--- config.mk ---
export PLATFORM = sky130hd
export DESIGN_NAME = mc_core_ctrl
export DESIGN_NICKNAME = d
export VERILOG_FILES = /design/src/rtl/mc_core_ctrl.v /design/src/rtl/mc_sync3.v
export VERILOG_INCLUDE_DIRS = /design/src /design/src/shared
export SDC_FILE = /design/constraint.sdc
export NUM_CORES = 1
export LEC_CHECK = 0
export ABC_AREA = 1
export BUFFER_PORTS_ARGS = -buffer_cell sky130_fd_sc_hd__buf_2
export CAP_MARGIN = 20
export CORE_MARGIN = 2
export CORE_UTILIZATION = 51
export DETAILED_ROUTE_END_ITERATION = 8
export HOLD_SLACK_MARGIN = 0.05
export PLACE_DENSITY = 0.75
export SYNTH_ARGS = -nofsm -noshare
export SYNTH_HDL_FRONTEND = slang
export SYNTH_SLANG_ARGS = --single-unit
--- constraint.sdc ---
create_clock -name sys_clk_i -period 2.65 [get_ports sys_clk_i]
set_input_delay 0.53 -clock sys_clk_i [delete_from_list [all_inputs] [get_ports sys_clk_i]]
set_output_delay 0.53 -clock sys_clk_i [all_outputs]
set_load 0.005 [all_outputs]
--- src/shared/mc_defs.vh ---
// Purpose: constants for the core memory cycle controller
// Assumes: 125 MHz system clock
// Notes: times in ns, cycle counts derived from them
`ifndef MC_DEFS_VH
`define MC_DEFS_VH

// Clock period
`define MC_CLK_NS 8
// Start pulse width (host choice)
`define MC_PULSE_NS 40
`define MC_PULSE_CYC ((`MC_PULSE_NS + `MC_CLK_NS - 1) / `MC_CLK_NS)
// Read data valid after start leading edge
`define MC_READ_NS 420
`define MC_READ_CYC ((`MC_READ_NS + `MC_CLK_NS - 1) / `MC_CLK_NS)
// Extra cycles of the three-stage input synchroniser
`define MC_SYNC_CYC 4
// End of write data window after start leading edge
`define MC_WEND_NS 950
`define MC_WEND_CYC ((`MC_WEND_NS + `MC_CLK_NS - 1) / `MC_CLK_NS)
// Half cycle spacing and duration
`define MC_HALF_NS 475
`define MC_HALF_CYC ((`MC_HALF_NS + `MC_CLK_NS - 1) / `MC_CLK_NS)

// Register byte offsets
`define MC_REG_CTRL 4'h0
`define MC_REG_ADDR 4'h4
`define MC_REG_WDATA 4'h8
`define MC_REG_RDATA 4'hC
// Status sits above the low nibble space, decoded on 5 bits
`define MC_REG_STAT 5'h10

// Control bits
`define MC_CTRL_GO 0
`define MC_CTRL_WNR 1
`define MC_CTRL_FULL 2
`define MC_CTRL_PROT 3
`define MC_CTRL_GO2 4
// Status bits
`define MC_STAT_BUSY 0
`define MC_STAT_HWAIT 1
`define MC_STAT_DONE 2

// Bus widths
`define MC_AW 15
`define MC_DW 16

`endif

--- src/rtl/mc_core_ctrl.v ---
// Purpose: host-side sequencer driving a core memory through its pins
// Assumes: 125 MHz clock, memory timing runs from start pulse edges
// Notes: software reaches own registers over a plain strobe port
//
// Contract
// - Host raises start pulse to request
// - Address on L bus, data on W
// - Write data held 550 to 950 ns
// - Half mode needs second start pulse
// - Second half start 475 ns apart
//
// Chosen here: the register addresses and the address-and-strobe port.
`timescale 1ns/1ns
`default_nettype none
`include "mc_defs.vh"
module mc_core_ctrl (
  input wire sys_clk_i,
  input wire reset_n_i,
  input wire [4:0] reg_addr_i,
  input wire [31:0] reg_wdata_i,
  input wire reg_wr_i,
  input wire reg_rd_i,
  output reg [31:0] reg_rdata_o,
  output reg memory_start_pulse_o,
  output reg full_cycle_select_o,
  output reg write_not_read_o,
  output reg protect_enable_o,
  output reg [14:0] address_o,
  input wire [15:0] data_bus_bit_n_i,
  output reg [15:0] data_bus_bit_n_o,
  output reg [15:0] data_bus_bit_n_oe_o
);
  // Timing counts, cut to counter width on purpose
  localparam integer PULSE_I = `MC_PULSE_CYC;
  localparam integer READ_I = `MC_READ_CYC + `MC_SYNC_CYC;
  localparam integer WEND_I = `MC_WEND_CYC;
  localparam integer FULL_I = `MC_WEND_CYC + 1;
  localparam integer HALF_I = `MC_HALF_CYC;
  localparam [7:0] PULSE_CYC = PULSE_I[7:0];
  localparam [7:0] READ_SMP = READ_I[7:0];
  localparam [7:0] WEND_CYC = WEND_I[7:0];
  localparam [7:0] FULL_END = FULL_I[7:0];
  localparam [7:0] HALF_CYC = HALF_I[7:0];

  // One-hot states
  localparam [3:0] ST_IDLE = 4'h1;
  localparam [3:0] ST_RUN = 4'h2;
  localparam [3:0] ST_HWAIT = 4'h4;
  localparam [3:0] ST_RUN2 = 4'h8;

  reg [3:0] state_reg;
  reg [3:0] state_next;
  reg [7:0] cnt_reg;
  reg [7:0] cnt_next;
  reg wnr_reg;
  reg full_reg;
  reg prot_reg;
  reg [14:0] addr_reg;
  reg [15:0] wdata_reg;
  reg [15:0] rdata_reg;
  reg done_reg;
  reg finish;
  reg go;
  reg go2;
  reg drive_en;
  reg start_lvl;
  reg ctrl_wr;
  reg wnr_eff;
  reg full_eff;
  wire [15:0] bus_sync;

  // Pin data arrive from another domain
  mc_sync3 #(.W(16)) u_sync (
    .sys_clk_i(sys_clk_i),
    .reset_n_i(reset_n_i),
    .async_i(data_bus_bit_n_i),
    .sync_o(bus_sync)
  );

  // Command decode; a go while busy is ignored
  always @*
  begin
    ctrl_wr = reg_wr_i && (reg_addr_i == {1'b0, `MC_REG_CTRL}) && state_reg[0];
    // Levels written beside GO must reach the pins with the start edge
    wnr_eff = ctrl_wr ? reg_wdata_i[`MC_CTRL_WNR] : wnr_reg;
    full_eff = ctrl_wr ? reg_wdata_i[`MC_CTRL_FULL] : full_reg;
    go = reg_wr_i && (reg_addr_i == {1'b0, `MC_REG_CTRL})
      && reg_wdata_i[`MC_CTRL_GO] && state_reg[0];
    go2 = reg_wr_i && (reg_addr_i == {1'b0, `MC_REG_CTRL})
      && reg_wdata_i[`MC_CTRL_GO2] && state_reg[2];
  end

  // Sequencer: counter stands in for the delay chain
  always @*
  begin
    state_next = state_reg;
    cnt_next = cnt_reg;
    finish = 1'b0;
    case (state_reg)
      ST_IDLE:
      begin
        if (go)
        begin
          state_next = ST_RUN;
          cnt_next = 8'h00;
        end
      end
      ST_RUN:
      begin
        cnt_next = cnt_reg + 8'h01;
        if (full_reg && cnt_reg == FULL_END)
        begin
          state_next = ST_IDLE;
          finish = 1'b1;
        end
        else if (!full_reg && cnt_reg == HALF_CYC)
          state_next = ST_HWAIT;
      end
      ST_HWAIT:
      begin
        // Spacing is already past 475 ns here
        if (go2)
        begin
          state_next = ST_RUN2;
          cnt_next = 8'h00;
        end
      end
      ST_RUN2:
      begin
        cnt_next = cnt_reg + 8'h01;
        if (cnt_reg == HALF_CYC)
        begin
          state_next = ST_IDLE;
          finish = 1'b1;
        end
      end
      default:
      begin
        state_next = ST_IDLE;
      end
    endcase
  end

  // Pin level terms for the next cycle
  always @*
  begin
    start_lvl = (state_next[1] || state_next[3]) && (cnt_next < PULSE_CYC);
    // Host drives W only on writes: from the start edge to the window end, or the whole second half
    drive_en = wnr_eff && ((state_next[1] && full_eff && cnt_next <= WEND_CYC)
      || state_next[3]);
  end

  // State, counter and pins
  always @(posedge sys_clk_i or negedge reset_n_i)
  begin
    if (!reset_n_i)
    begin
      state_reg <= ST_IDLE;
      cnt_reg <= 8'h00;
      memory_start_pulse_o <= 1'b0;
      data_bus_bit_n_o <= 16'h0000;
      data_bus_bit_n_oe_o <= 16'h0000;
      rdata_reg <= 16'h0000;
      done_reg <= 1'b0;
    end
    else
    begin
      state_reg <= state_next;
      cnt_reg <= cnt_next;
      memory_start_pulse_o <= start_lvl;
      // Active-low open-collector: pull low for a one
      data_bus_bit_n_o <= 16'h0000;
      data_bus_bit_n_oe_o <= drive_en ? wdata_reg : 16'h0000;
      // Capture sensed word after valid time plus sync delay
      if (state_reg[1] && !wnr_reg && cnt_reg == READ_SMP)
        rdata_reg <= ~bus_sync;
      // Set wins over a software clear
      if (finish)
        done_reg <= 1'b1;
      else if (reg_wr_i && reg_addr_i == `MC_REG_STAT && reg_wdata_i[`MC_STAT_DONE])
        done_reg <= 1'b0;
    end
  end

  // Software-written settings; held steady while a cycle runs
  always @(posedge sys_clk_i or negedge reset_n_i)
  begin
    if (!reset_n_i)
    begin
      wnr_reg <= 1'b0;
      full_reg <= 1'b1;
      prot_reg <= 1'b0;
      addr_reg <= 15'h0000;
      wdata_reg <= 16'h0000;
      full_cycle_select_o <= 1'b1;
      write_not_read_o <= 1'b0;
      protect_enable_o <= 1'b0;
      address_o <= 15'h0000;
    end
    else
    begin
      if (reg_wr_i && state_reg[0])
      begin
        if (reg_addr_i == {1'b0, `MC_REG_CTRL})
        begin
          wnr_reg <= reg_wdata_i[`MC_CTRL_WNR];
          full_reg <= reg_wdata_i[`MC_CTRL_FULL];
          prot_reg <= reg_wdata_i[`MC_CTRL_PROT];
        end
        if (reg_addr_i == {1'b0, `MC_REG_ADDR})
          addr_reg <= reg_wdata_i[14:0];
        if (reg_addr_i == {1'b0, `MC_REG_WDATA})
          wdata_reg <= reg_wdata_i[15:0];
      end
      // Pins follow the next settings so the memory sees them at start
      full_cycle_select_o <= full_eff;
      write_not_read_o <= wnr_eff;
      protect_enable_o <= ctrl_wr ? reg_wdata_i[`MC_CTRL_PROT] : prot_reg;
      if (reg_wr_i && state_reg[0] && reg_addr_i == {1'b0, `MC_REG_ADDR})
        address_o <= reg_wdata_i[14:0];
    end
  end

  // Read port: data in the cycle after the strobe
  always @(posedge sys_clk_i or negedge reset_n_i)
  begin
    if (!reset_n_i)
      reg_rdata_o <= 32'h00000000;
    else if (reg_rd_i)
    begin
      case (reg_addr_i)
        {1'b0, `MC_REG_CTRL}:
          reg_rdata_o <= {27'h0000000, 1'b0, prot_reg, full_reg, wnr_reg, 1'b0};
        {1'b0, `MC_REG_ADDR}:
          reg_rdata_o <= {17'h00000, addr_reg};
        {1'b0, `MC_REG_WDATA}:
          reg_rdata_o <= {16'h0000, wdata_reg};
        {1'b0, `MC_REG_RDATA}:
          reg_rdata_o <= {16'h0000, rdata_reg};
        `MC_REG_STAT:
          reg_rdata_o <= {29'h00000000, done_reg, state_reg[2], !state_reg[0]};
        default:
          reg_rdata_o <= 32'h00000000;
      endcase
    end
    else
      reg_rdata_o <= 32'h00000000;
  end
endmodule // mc_core_ctrl
`default_nettype wire

--- src/rtl/mc_sync3.v ---
// Purpose: three-stage synchroniser with agreement filter
// Assumes: inputs asynchronous to sys_clk_i
// Notes: output moves only when stages two and three agree
`timescale 1ns/1ns
`default_nettype none
module mc_sync3 #(
  parameter W = 16
) (
  input wire sys_clk_i,
  input wire reset_n_i,
  input wire [W-1:0] async_i,
  output reg [W-1:0] sync_o
);
  reg [W-1:0] s1_reg;
  reg [W-1:0] s2_reg;
  reg [W-1:0] s3_reg;
  integer i;

  // First stage feeds only the second
  always @(posedge sys_clk_i or negedge reset_n_i)
  begin
    if (!reset_n_i)
    begin
      s1_reg <= {W{1'b0}};
      s2_reg <= {W{1'b0}};
      s3_reg <= {W{1'b0}};
      sync_o <= {W{1'b0}};
    end
    else
    begin
      s1_reg <= async_i;
      s2_reg <= s1_reg;
      s3_reg <= s2_reg;
      for (i = 0; i < W; i = i + 1)
        if (s2_reg[i] == s3_reg[i])
          sync_o[i] <= s3_reg[i];
    end
  end
endmodule // mc_sync3
`default_nettype wire

Word-level counts from Yosys, hierarchy flattened
Cells that the tools add are included.

Add/subtract/negate cells: 1. Magnitude comparators: 2. Equality and inequality tests: 31. Mux-type cells: 20. Bitwise operators: 1. Reduce and logical (&&, ||, !) cells: 30.

Operator list (count): 16-bit case mux with 5 select lines (1); 32-bit two-way mux (1); 8-bit case mux with 3 select lines (1); 4-bit two-way mux (5); 1-bit logical AND (18); 1-bit equality test (16); 8-bit by 6-bit equality test with 1-bit output, second input constant (2); 16-bit two-way mux (1); 8-bit two-way mux (2); 16-bit NOT (1); 4-bit case mux with 4 select lines (1); 5-bit by 4-bit equality test with 1-bit output, second input constant (2); 8-bit by 1-bit adder with 8-bit output, second input constant (1); 8-bit by 7-bit equality test with 1-bit output, second input constant (1); 8-bit by 7-bit less-or-equal comparator with 1-bit output, second input constant (1); 8-bit by 3-bit less-than comparator with 1-bit output, second input constant (1); 1-bit two-way mux (7); 2-bit != test, second input constant (3); 2-bit AND reduction (3); 5-bit by 3-bit equality test with 1-bit output, second input constant (1); 5-bit equality test, second input constant (1); 5-bit zero test (1); 4-bit by 1-bit equality test with 1-bit output, second input constant (1); 4-bit by 2-bit equality test with 1-bit output, second input constant (1); other kinds (9) (12).

Register bits: 194. Input port bits: 57. Output and inout bits: 83. Logic and storage cells: 121.

Depth between registers and ports, before layout
Depth in word-level cells: 11. Mapped depth: 17.

Cells and area by module
From an unflattened synthesis, not the netlist that was laid out.

Cell total of the unflattened synthesis: 653. Area, all modules: 6673.9 um2.

By module, submodules not included: mc_core_ctrl (instances 1, cells an instance 525, area each 4812.1 um2); mc_sync3 (instances 1, cells an instance 128, area each 1861.8 um2).

Least setup slack after synthesis
OpenSTA, ideal clock, no wires.

Path kind: input to register. From: in reg_addr_i[1]. To: reg data_bus_bit_n_oe_o[10]. Data arrival time: 1.792 ns. Data required time: 2.582 ns. Slack: 0.790 ns. Stages: 16. Cells stage by stage: nor2_4 > nand2_2 > nor2_8 > nand3_4 > nand2_4 > nand2_2 > nand2_2 > nand2_2 > nand2_1 > nor2_1 > nand2_1 > nand2_1 > nand2_2 > nand2_4 > buf_12 > nor2_4.

Cells in the longest elaborated chain, start to end: 11. Elaborated cells on any way between the ends: 21. Classes of those cells: 1 x order compare; 9 x mux; 11 x reduce/logical.

RTL lines: from (decl) (RTL line mc_core_ctrl.v:19) `input wire [4:0] reg_addr_i,`; 5-bit zero test (*) (RTL line mc_core_ctrl.v:87, mc_core_ctrl.v:89); 1-bit logical AND (*) (RTL line mc_core_ctrl.v:87, mc_core_ctrl.v:89); 1-bit logical AND (on tied branches) (2 in a row) (RTL line mc_core_ctrl.v:89, mc_core_ctrl.v:87); 8-bit two-way mux (on tied branches) (RTL line mc_core_ctrl.v:122, mc_core_ctrl.v:102); 8-bit case mux with 3 select lines (*) (RTL line mc_core_ctrl.v:99) `case (state_reg)`; net cnt_next[4] (RTL line mc_core_ctrl.v:54) `reg [7:0] cnt_next;`; 8-bit by 7-bit less-or-equal comparator with 1-bit output (*) (RTL line mc_core_ctrl.v:149) `drive_en = wnr_eff && ((state_next[1] && full_eff && cnt_next <= WEND_CYC)`; 1-bit logical AND (*) (RTL line mc_core_ctrl.v:149); 1-bit logical OR (*) (RTL line mc_core_ctrl.v:150) `|| state_next[3]);`; 1-bit logical AND (*) (RTL line mc_core_ctrl.v:149); 16-bit two-way mux (*) (RTL line mc_core_ctrl.v:173) `data_bus_bit_n_oe_o <= drive_en ? wdata_reg : 16'h0000;`; to (signal assigned) (RTL line mc_core_ctrl.v:173); to (decl) (RTL line mc_core_ctrl.v:31) `output reg [15:0] data_bus_bit_n_oe_o`.

The timed path passes the listed nets; every way through them passes the cells marked *. The select of a mux whose other input is x is not followed. A chain may end at the register's enable or synchronous reset.

Final worst setup path
From: reg state_reg[0]. To: reg data_bus_bit_n_oe_o[15].

Cells in the longest elaborated chain, start to end: 8. Elaborated cells on any way between the ends: 19. Classes of those cells: 1 x order compare; 4 x eq/ne; 7 x mux; 7 x reduce/logical.

RTL lines: from (decl) (RTL line mc_core_ctrl.v:51) `reg [3:0] state_reg;`; from (signal assigned) (RTL line mc_core_ctrl.v:168) `state_reg <= state_next;`; 4-bit equality test (tied with other cells) (RTL line mc_core_ctrl.v:99); 2-bit OR reduction (no line) or 8-bit two-way mux (tied branches); 8-bit case mux with 3 select lines (*) (RTL line mc_core_ctrl.v:99); net cnt_next[3] (RTL line mc_core_ctrl.v:54); 8-bit by 7-bit less-or-equal comparator with 1-bit output (*) (RTL line mc_core_ctrl.v:149); 1-bit logical AND (*) (RTL line mc_core_ctrl.v:149); 1-bit logical OR (*) (RTL line mc_core_ctrl.v:150); 1-bit logical AND (*) (RTL line mc_core_ctrl.v:149); 16-bit two-way mux (*) (RTL line mc_core_ctrl.v:173).

Marks and branches as above.

==> impl_metrics.prom <==
# TYPE chip_impl_metric gauge
chip_impl_info{name="reg2reg_to",value="data_bus_bit_n_oe_o[15]"} 1
chip_impl_metric{name="worst_r2r_path_depth",unit=""} 15
chip_impl_metric{name="post_cts.repair.setup_buffers",unit=""} 0
chip_impl_metric{name="cts-hold-fix-buffers",unit=""} 0
chip_impl_metric{name="yosysUniqueCellTypes",unit=""} 35
chip_impl_metric{name="final.period_utilization",unit="%"} 81.9
chip_impl_info{name="worstHoldPathType",value="input port to async pin"} 1
chip_impl_info{name="crit_top_cell",value="sky130_fd_sc_hd__nand2_2"} 1
chip_impl_info{name="tritoncts",value="done"} 1
chip_impl_metric{name="timing.final.hold_violations",unit=""} 0
chip_impl_metric{name="finalInstanceArea",unit="um2"} 7630
chip_impl_metric{name="setup_viol",unit=""} 0
chip_impl_metric{name="detailroute.via_count",unit=""} 4268
chip_impl_metric{name="maxCapViolCount",unit=""} 0
chip_impl_info{name="synth_top_cell_by_area",value="sky130_fd_sc_hd__dfrtp_1"} 1
chip_impl_metric{name="grt_pass1_wl",unit="um"} 19400
chip_impl_metric{name="yosysWarningCount",unit=""} 0
chip_impl_metric{name="post-dp-hpwl",unit="um"} 8290
chip_impl_metric{name="tritoncts.num_buffers",unit=""} 17
chip_impl_metric{name="timing.critical_path.required",unit="ps"} 2940
chip_impl_metric{name="synth-edff-count",unit=""} 0
chip_impl_info{name="timing.critical_path.to_type",value="flop"} 1
chip_impl_metric{name="maxSlewHeadroom",unit="%"} 43.8
chip_impl_metric{name="drv_slew",unit=""} 0
chip_impl_info{name="synth.top_cells.by_count",value="160 x sky130_fd_sc_hd__dfrtp_1, 124 x sky130_fd_sc_hd__nand2_1, 69 x sky130_fd_sc_hd__inv_1, 62 x sky130_fd_sc_hd__o21ai_0, 32 x sky130_fd_sc_hd__buf_4"} 1
chip_impl_metric{name="timing.critical_path.arrival",unit="ps"} 2460
chip_impl_metric{name="post_synth_mux_area_share",unit="%"} 0
chip_impl_metric{name="post_cts_resize_count",unit=""} 0
chip_impl_metric{name="power_per_cell_area",unit="nW/um2"} 775
chip_impl_metric{name="drt-total-wl",unit="um"} 11800
chip_impl_metric{name="design.portCount",unit=""} 140
chip_impl_metric{name="cts.path.max_buffers",unit=""} 2
chip_impl_metric{name="yosysSeqAreaShare",unit="%"} 63.0
chip_impl_metric{name="grt_antenna_before_repair",unit=""} 0
chip_impl_metric{name="routed_vias_inst",unit=""} 4.78
chip_impl_info{name="clockRootBuffer",value="sky130_fd_sc_hd__clkbuf_16"} 1
chip_impl_metric{name="ant_nets",unit=""} 0
chip_impl_metric{name="clock_latency",unit="ps"} 420
chip_impl_metric{name="number_of_drc_violations_after_detailed_routing",unit=""} 0
chip_impl_info{name="yosys-top-cells-area",value="sky130_fd_sc_hd__dfrtp_1 62%, sky130_fd_sc_hd__nand2_1 7.2%, sky130_fd_sc_hd__o21ai_0 4.8%"} 1
chip_impl_info{name="path_delay_family",value="simple AND/OR/NAND/NOR gates"} 1
chip_impl_info{name="status",value="complete, no violations"} 1
chip_impl_metric{name="max_slew.worst_pin.slew",unit="ps"} 842
chip_impl_metric{name="via_count_of_the_first_global_routing_pass",unit=""} 4052
chip_impl_metric{name="drt_pass1_iterations",unit=""} 5
chip_impl_metric{name="vdd_drop_max",unit="V"} 0.000336
chip_impl_metric{name="synthAdderAreaFrac",unit="%"} 3.05
chip_impl_metric{name="synth_area_per_cell",unit="um2"} 10.7
chip_impl_metric{name="die_w",unit="um"} 117
chip_impl_metric{name="grt_start_max_net_pins",unit=""} 65
chip_impl_metric{name="fraction_of_the_mapped_netlist_area_in_simple_logic_gates",unit="%"} 16.2
chip_impl_metric{name="share_of_the_synthesized_area_in_compound_gates_ao_oa_aoi_oai",unit="%"} 8.21
chip_impl_metric{name="synth.ff_latch_count",unit=""} 163
chip_impl_metric{name="postSynth.asyncResetShare",unit="%"} 100
chip_impl_metric{name="worst-path-max-fanout",unit=""} 16
chip_impl_metric{name="synth_cells",unit=""} 608
chip_impl_metric{name="wire_per_inst",unit="um"} 13.2
chip_impl_metric{name="initial_core_util",unit="%"} 51.7
chip_impl_metric{name="core_area",unit="um2"} 12500
chip_impl_metric{name="post-route-min-period",unit="ps"} 2170
chip_impl_metric{name="reg2reg_slack",unit="ps"} 480
chip_impl_info{name="synth_top_family_by_area",value="simple AND/OR/NAND/NOR gates"} 1
chip_impl_metric{name="post_synth_xor_area_fraction",unit="%"} 0
chip_impl_metric{name="floorplan.die.height",unit="um"} 117
chip_impl_metric{name="path_clk_slew",unit="ps"} 70
chip_impl_info{name="path_cells",value="inv_2 > nand2_2 > nor2_4 > nor2_2 > nand2_2 > nand2_2 > nand2_2 > nand2_2 > nand2_1 > nor2_1 > nand2_1 > nand2_1 > nand2_2 > nand2_4 > nor2_1"} 1
chip_impl_metric{name="crit_buf_inv",unit=""} 1
chip_impl_info{name="synth_ff_type",value="sky130_fd_sc_hd__dfrtp_1"} 1
chip_impl_metric{name="clock_sink_total",unit=""} 163
chip_impl_metric{name="netlist_area",unit="um2"} 6480
chip_impl_metric{name="placementRows",unit=""} 41
chip_impl_metric{name="gp_congestion",unit=""} 0.891
chip_impl_metric{name="io_buffers",unit=""} 91
chip_impl_metric{name="synth_top_area_share",unit="%"} 61.8
chip_impl_info{name="start_kind",value="flop"} 1
chip_impl_metric{name="cpPeakStageDelay",unit="ps"} 570
chip_impl_metric{name="post_route_cells_drive_above_1_share",unit="%"} 25.9
chip_impl_metric{name="overflow",unit=""} 0
chip_impl_metric{name="fin_tns_setup",unit="ps"} 0
chip_impl_info{name="synth_most_common_cell",value="sky130_fd_sc_hd__dfrtp_1"} 1
chip_impl_metric{name="area.growth.synth_to_final",unit="%"} 17.8
chip_impl_metric{name="finalClockSkew",unit="ps"} 8.16
chip_impl_metric{name="initialDrtViolationCount",unit=""} 347
chip_impl_metric{name="max_freq",unit="GHz"} 0.461
chip_impl_metric{name="antennaDiodeCount",unit=""} 0
chip_impl_info{name="grt_setup_unrepaired",value="false"} 1
chip_impl_info{name="crit_type",value="flop to flop"} 1
chip_impl_metric{name="fin_nets",unit=""} 768
chip_impl_metric{name="power.leakage",unit="nW"} 3.84
chip_impl_metric{name="die-area",unit="um2"} 13600
chip_impl_info{name="slowest_stage",value="sky130_fd_sc_hd__dfstp_2"} 1
chip_impl_metric{name="overall_fraction_of_global_route_tracks_in_use",unit="%"} 18.5
chip_impl_metric{name="clock_tree.htree_level_count",unit=""} 4
chip_impl_metric{name="placed_cell_area",unit="um2"} 7030
chip_impl_info{name="r2r_start",value="state_reg[0]"} 1
kinds of logic (layout without fill, tap and decap cells):
family	after synthesis	count (layout)
fa+ha+maj	19	19
compound gates	90	90
other cells	1	32
simple gates	209	209
flops	163	163
buf+inv	126	208
area by class of cell:
cell class | instances | area [um2]
multi-input combinational | 350 | 1900
clock inverter | 15 | 175
fill | 1036 | 4890
tap | 172 | 215
clock buffer | 17 | 425
timing repair buffer | 97 | 532
inverter | 79 | 297
sequential | 163 | 4080
worst max-delay path by stage:
stage / slack [ps] / cells after the start / start / to
2_1_floorplan: 790 / 16 / reg_addr_i[1] / data_bus_bit_n_oe_o[10]
3_3_place_gp: 360 / 14 / reg_addr_i[1] / data_bus_bit_n_oe_o[3]
3_5_place_dp: 330 / 14 / reg_addr_i[1] / data_bus_bit_n_oe_o[15]
4_1_cts: 480 / 15 / state_reg[0] / data_bus_bit_n_oe_o[15]
5_1_grt: 300 / 15 / state_reg[0] / data_bus_bit_n_oe_o[3]
6_report: 480 / 15 / state_reg[0] / data_bus_bit_n_oe_o[15]
per-layer routing:
| layer | global-route usage (%) | vias up | part of all wire, % |
|---|---|---|---|
| li1 | - | 2074 | - |
| met1 | 26.1 | 2035 | 47 |
| met2 | 27.9 | 136 | 46 |
| met3 | 3.63 | 23 | 4.7 |
| met4 | 8.63 | 0 | 2.6 |
| met5 | 0 | - | 0 |
cells in the final DEF, fill, tap and decap left out, types with 2 or more instances in the layout:
cell type	Yosys	routed
sky130_fd_sc_hd__a21oi_1	6	6
sky130_fd_sc_hd__a221oi_1	4	4
sky130_fd_sc_hd__buf_12	1	2
sky130_fd_sc_hd__buf_2	0	90
sky130_fd_sc_hd__buf_4	32	4
sky130_fd_sc_hd__bufinv_16	0	2
sky130_fd_sc_hd__clkbuf_16	0	17
sky130_fd_sc_hd__clkinv_2	0	2
sky130_fd_sc_hd__clkinv_4	0	5
sky130_fd_sc_hd__conb_1	1	32
sky130_fd_sc_hd__dfrtp_1	160	160
sky130_fd_sc_hd__dfstp_2	3	3
sky130_fd_sc_hd__ha_1	3	3
sky130_fd_sc_hd__inv_1	69	69
sky130_fd_sc_hd__inv_2	10	10
sky130_fd_sc_hd__inv_6	0	3
sky130_fd_sc_hd__maj3_1	16	16
sky130_fd_sc_hd__nand2_1	124	124
sky130_fd_sc_hd__nand2_2	14	14
sky130_fd_sc_hd__nand2_4	3	3
sky130_fd_sc_hd__nand3_1	16	16
sky130_fd_sc_hd__nand4_1	4	4
sky130_fd_sc_hd__nor2_1	19	19
sky130_fd_sc_hd__nor2_2	5	5
sky130_fd_sc_hd__nor2_4	16	16
sky130_fd_sc_hd__nor3_1	4	4
sky130_fd_sc_hd__o211ai_1	11	11
sky130_fd_sc_hd__o21ai_0	62	62
stage by stage:
step                utilization [%]  hold slack (ps)  total power, mW  cells  worst slack (ps)
detailed placement             56.1              335             3.52    861               330
finish                         60.9             79.7             5.91    893               480
CTS                            60.9              102             5.97    893               478
global route                   60.9              126             6.18    893               301
global placement               56.1              332             3.49    861               359
floorplan                         -              234             3.28    639               790
power breakdown:
| part | internal [mW] | leakage [nW] | total [mW] | switching, mW |
|---|---|---|---|---|
| logic | 0.219 | 1.47 | 0.592 | 0.373 |
| registers | 2.72 | 2.08 | 2.88 | 0.158 |
| clock network | 1.41 | 0.293 | 2.44 | 1.02 |
| total | 4.36 | 3.84 | 5.91 | 1.55 |
Power figures use the tool's default switching activity.
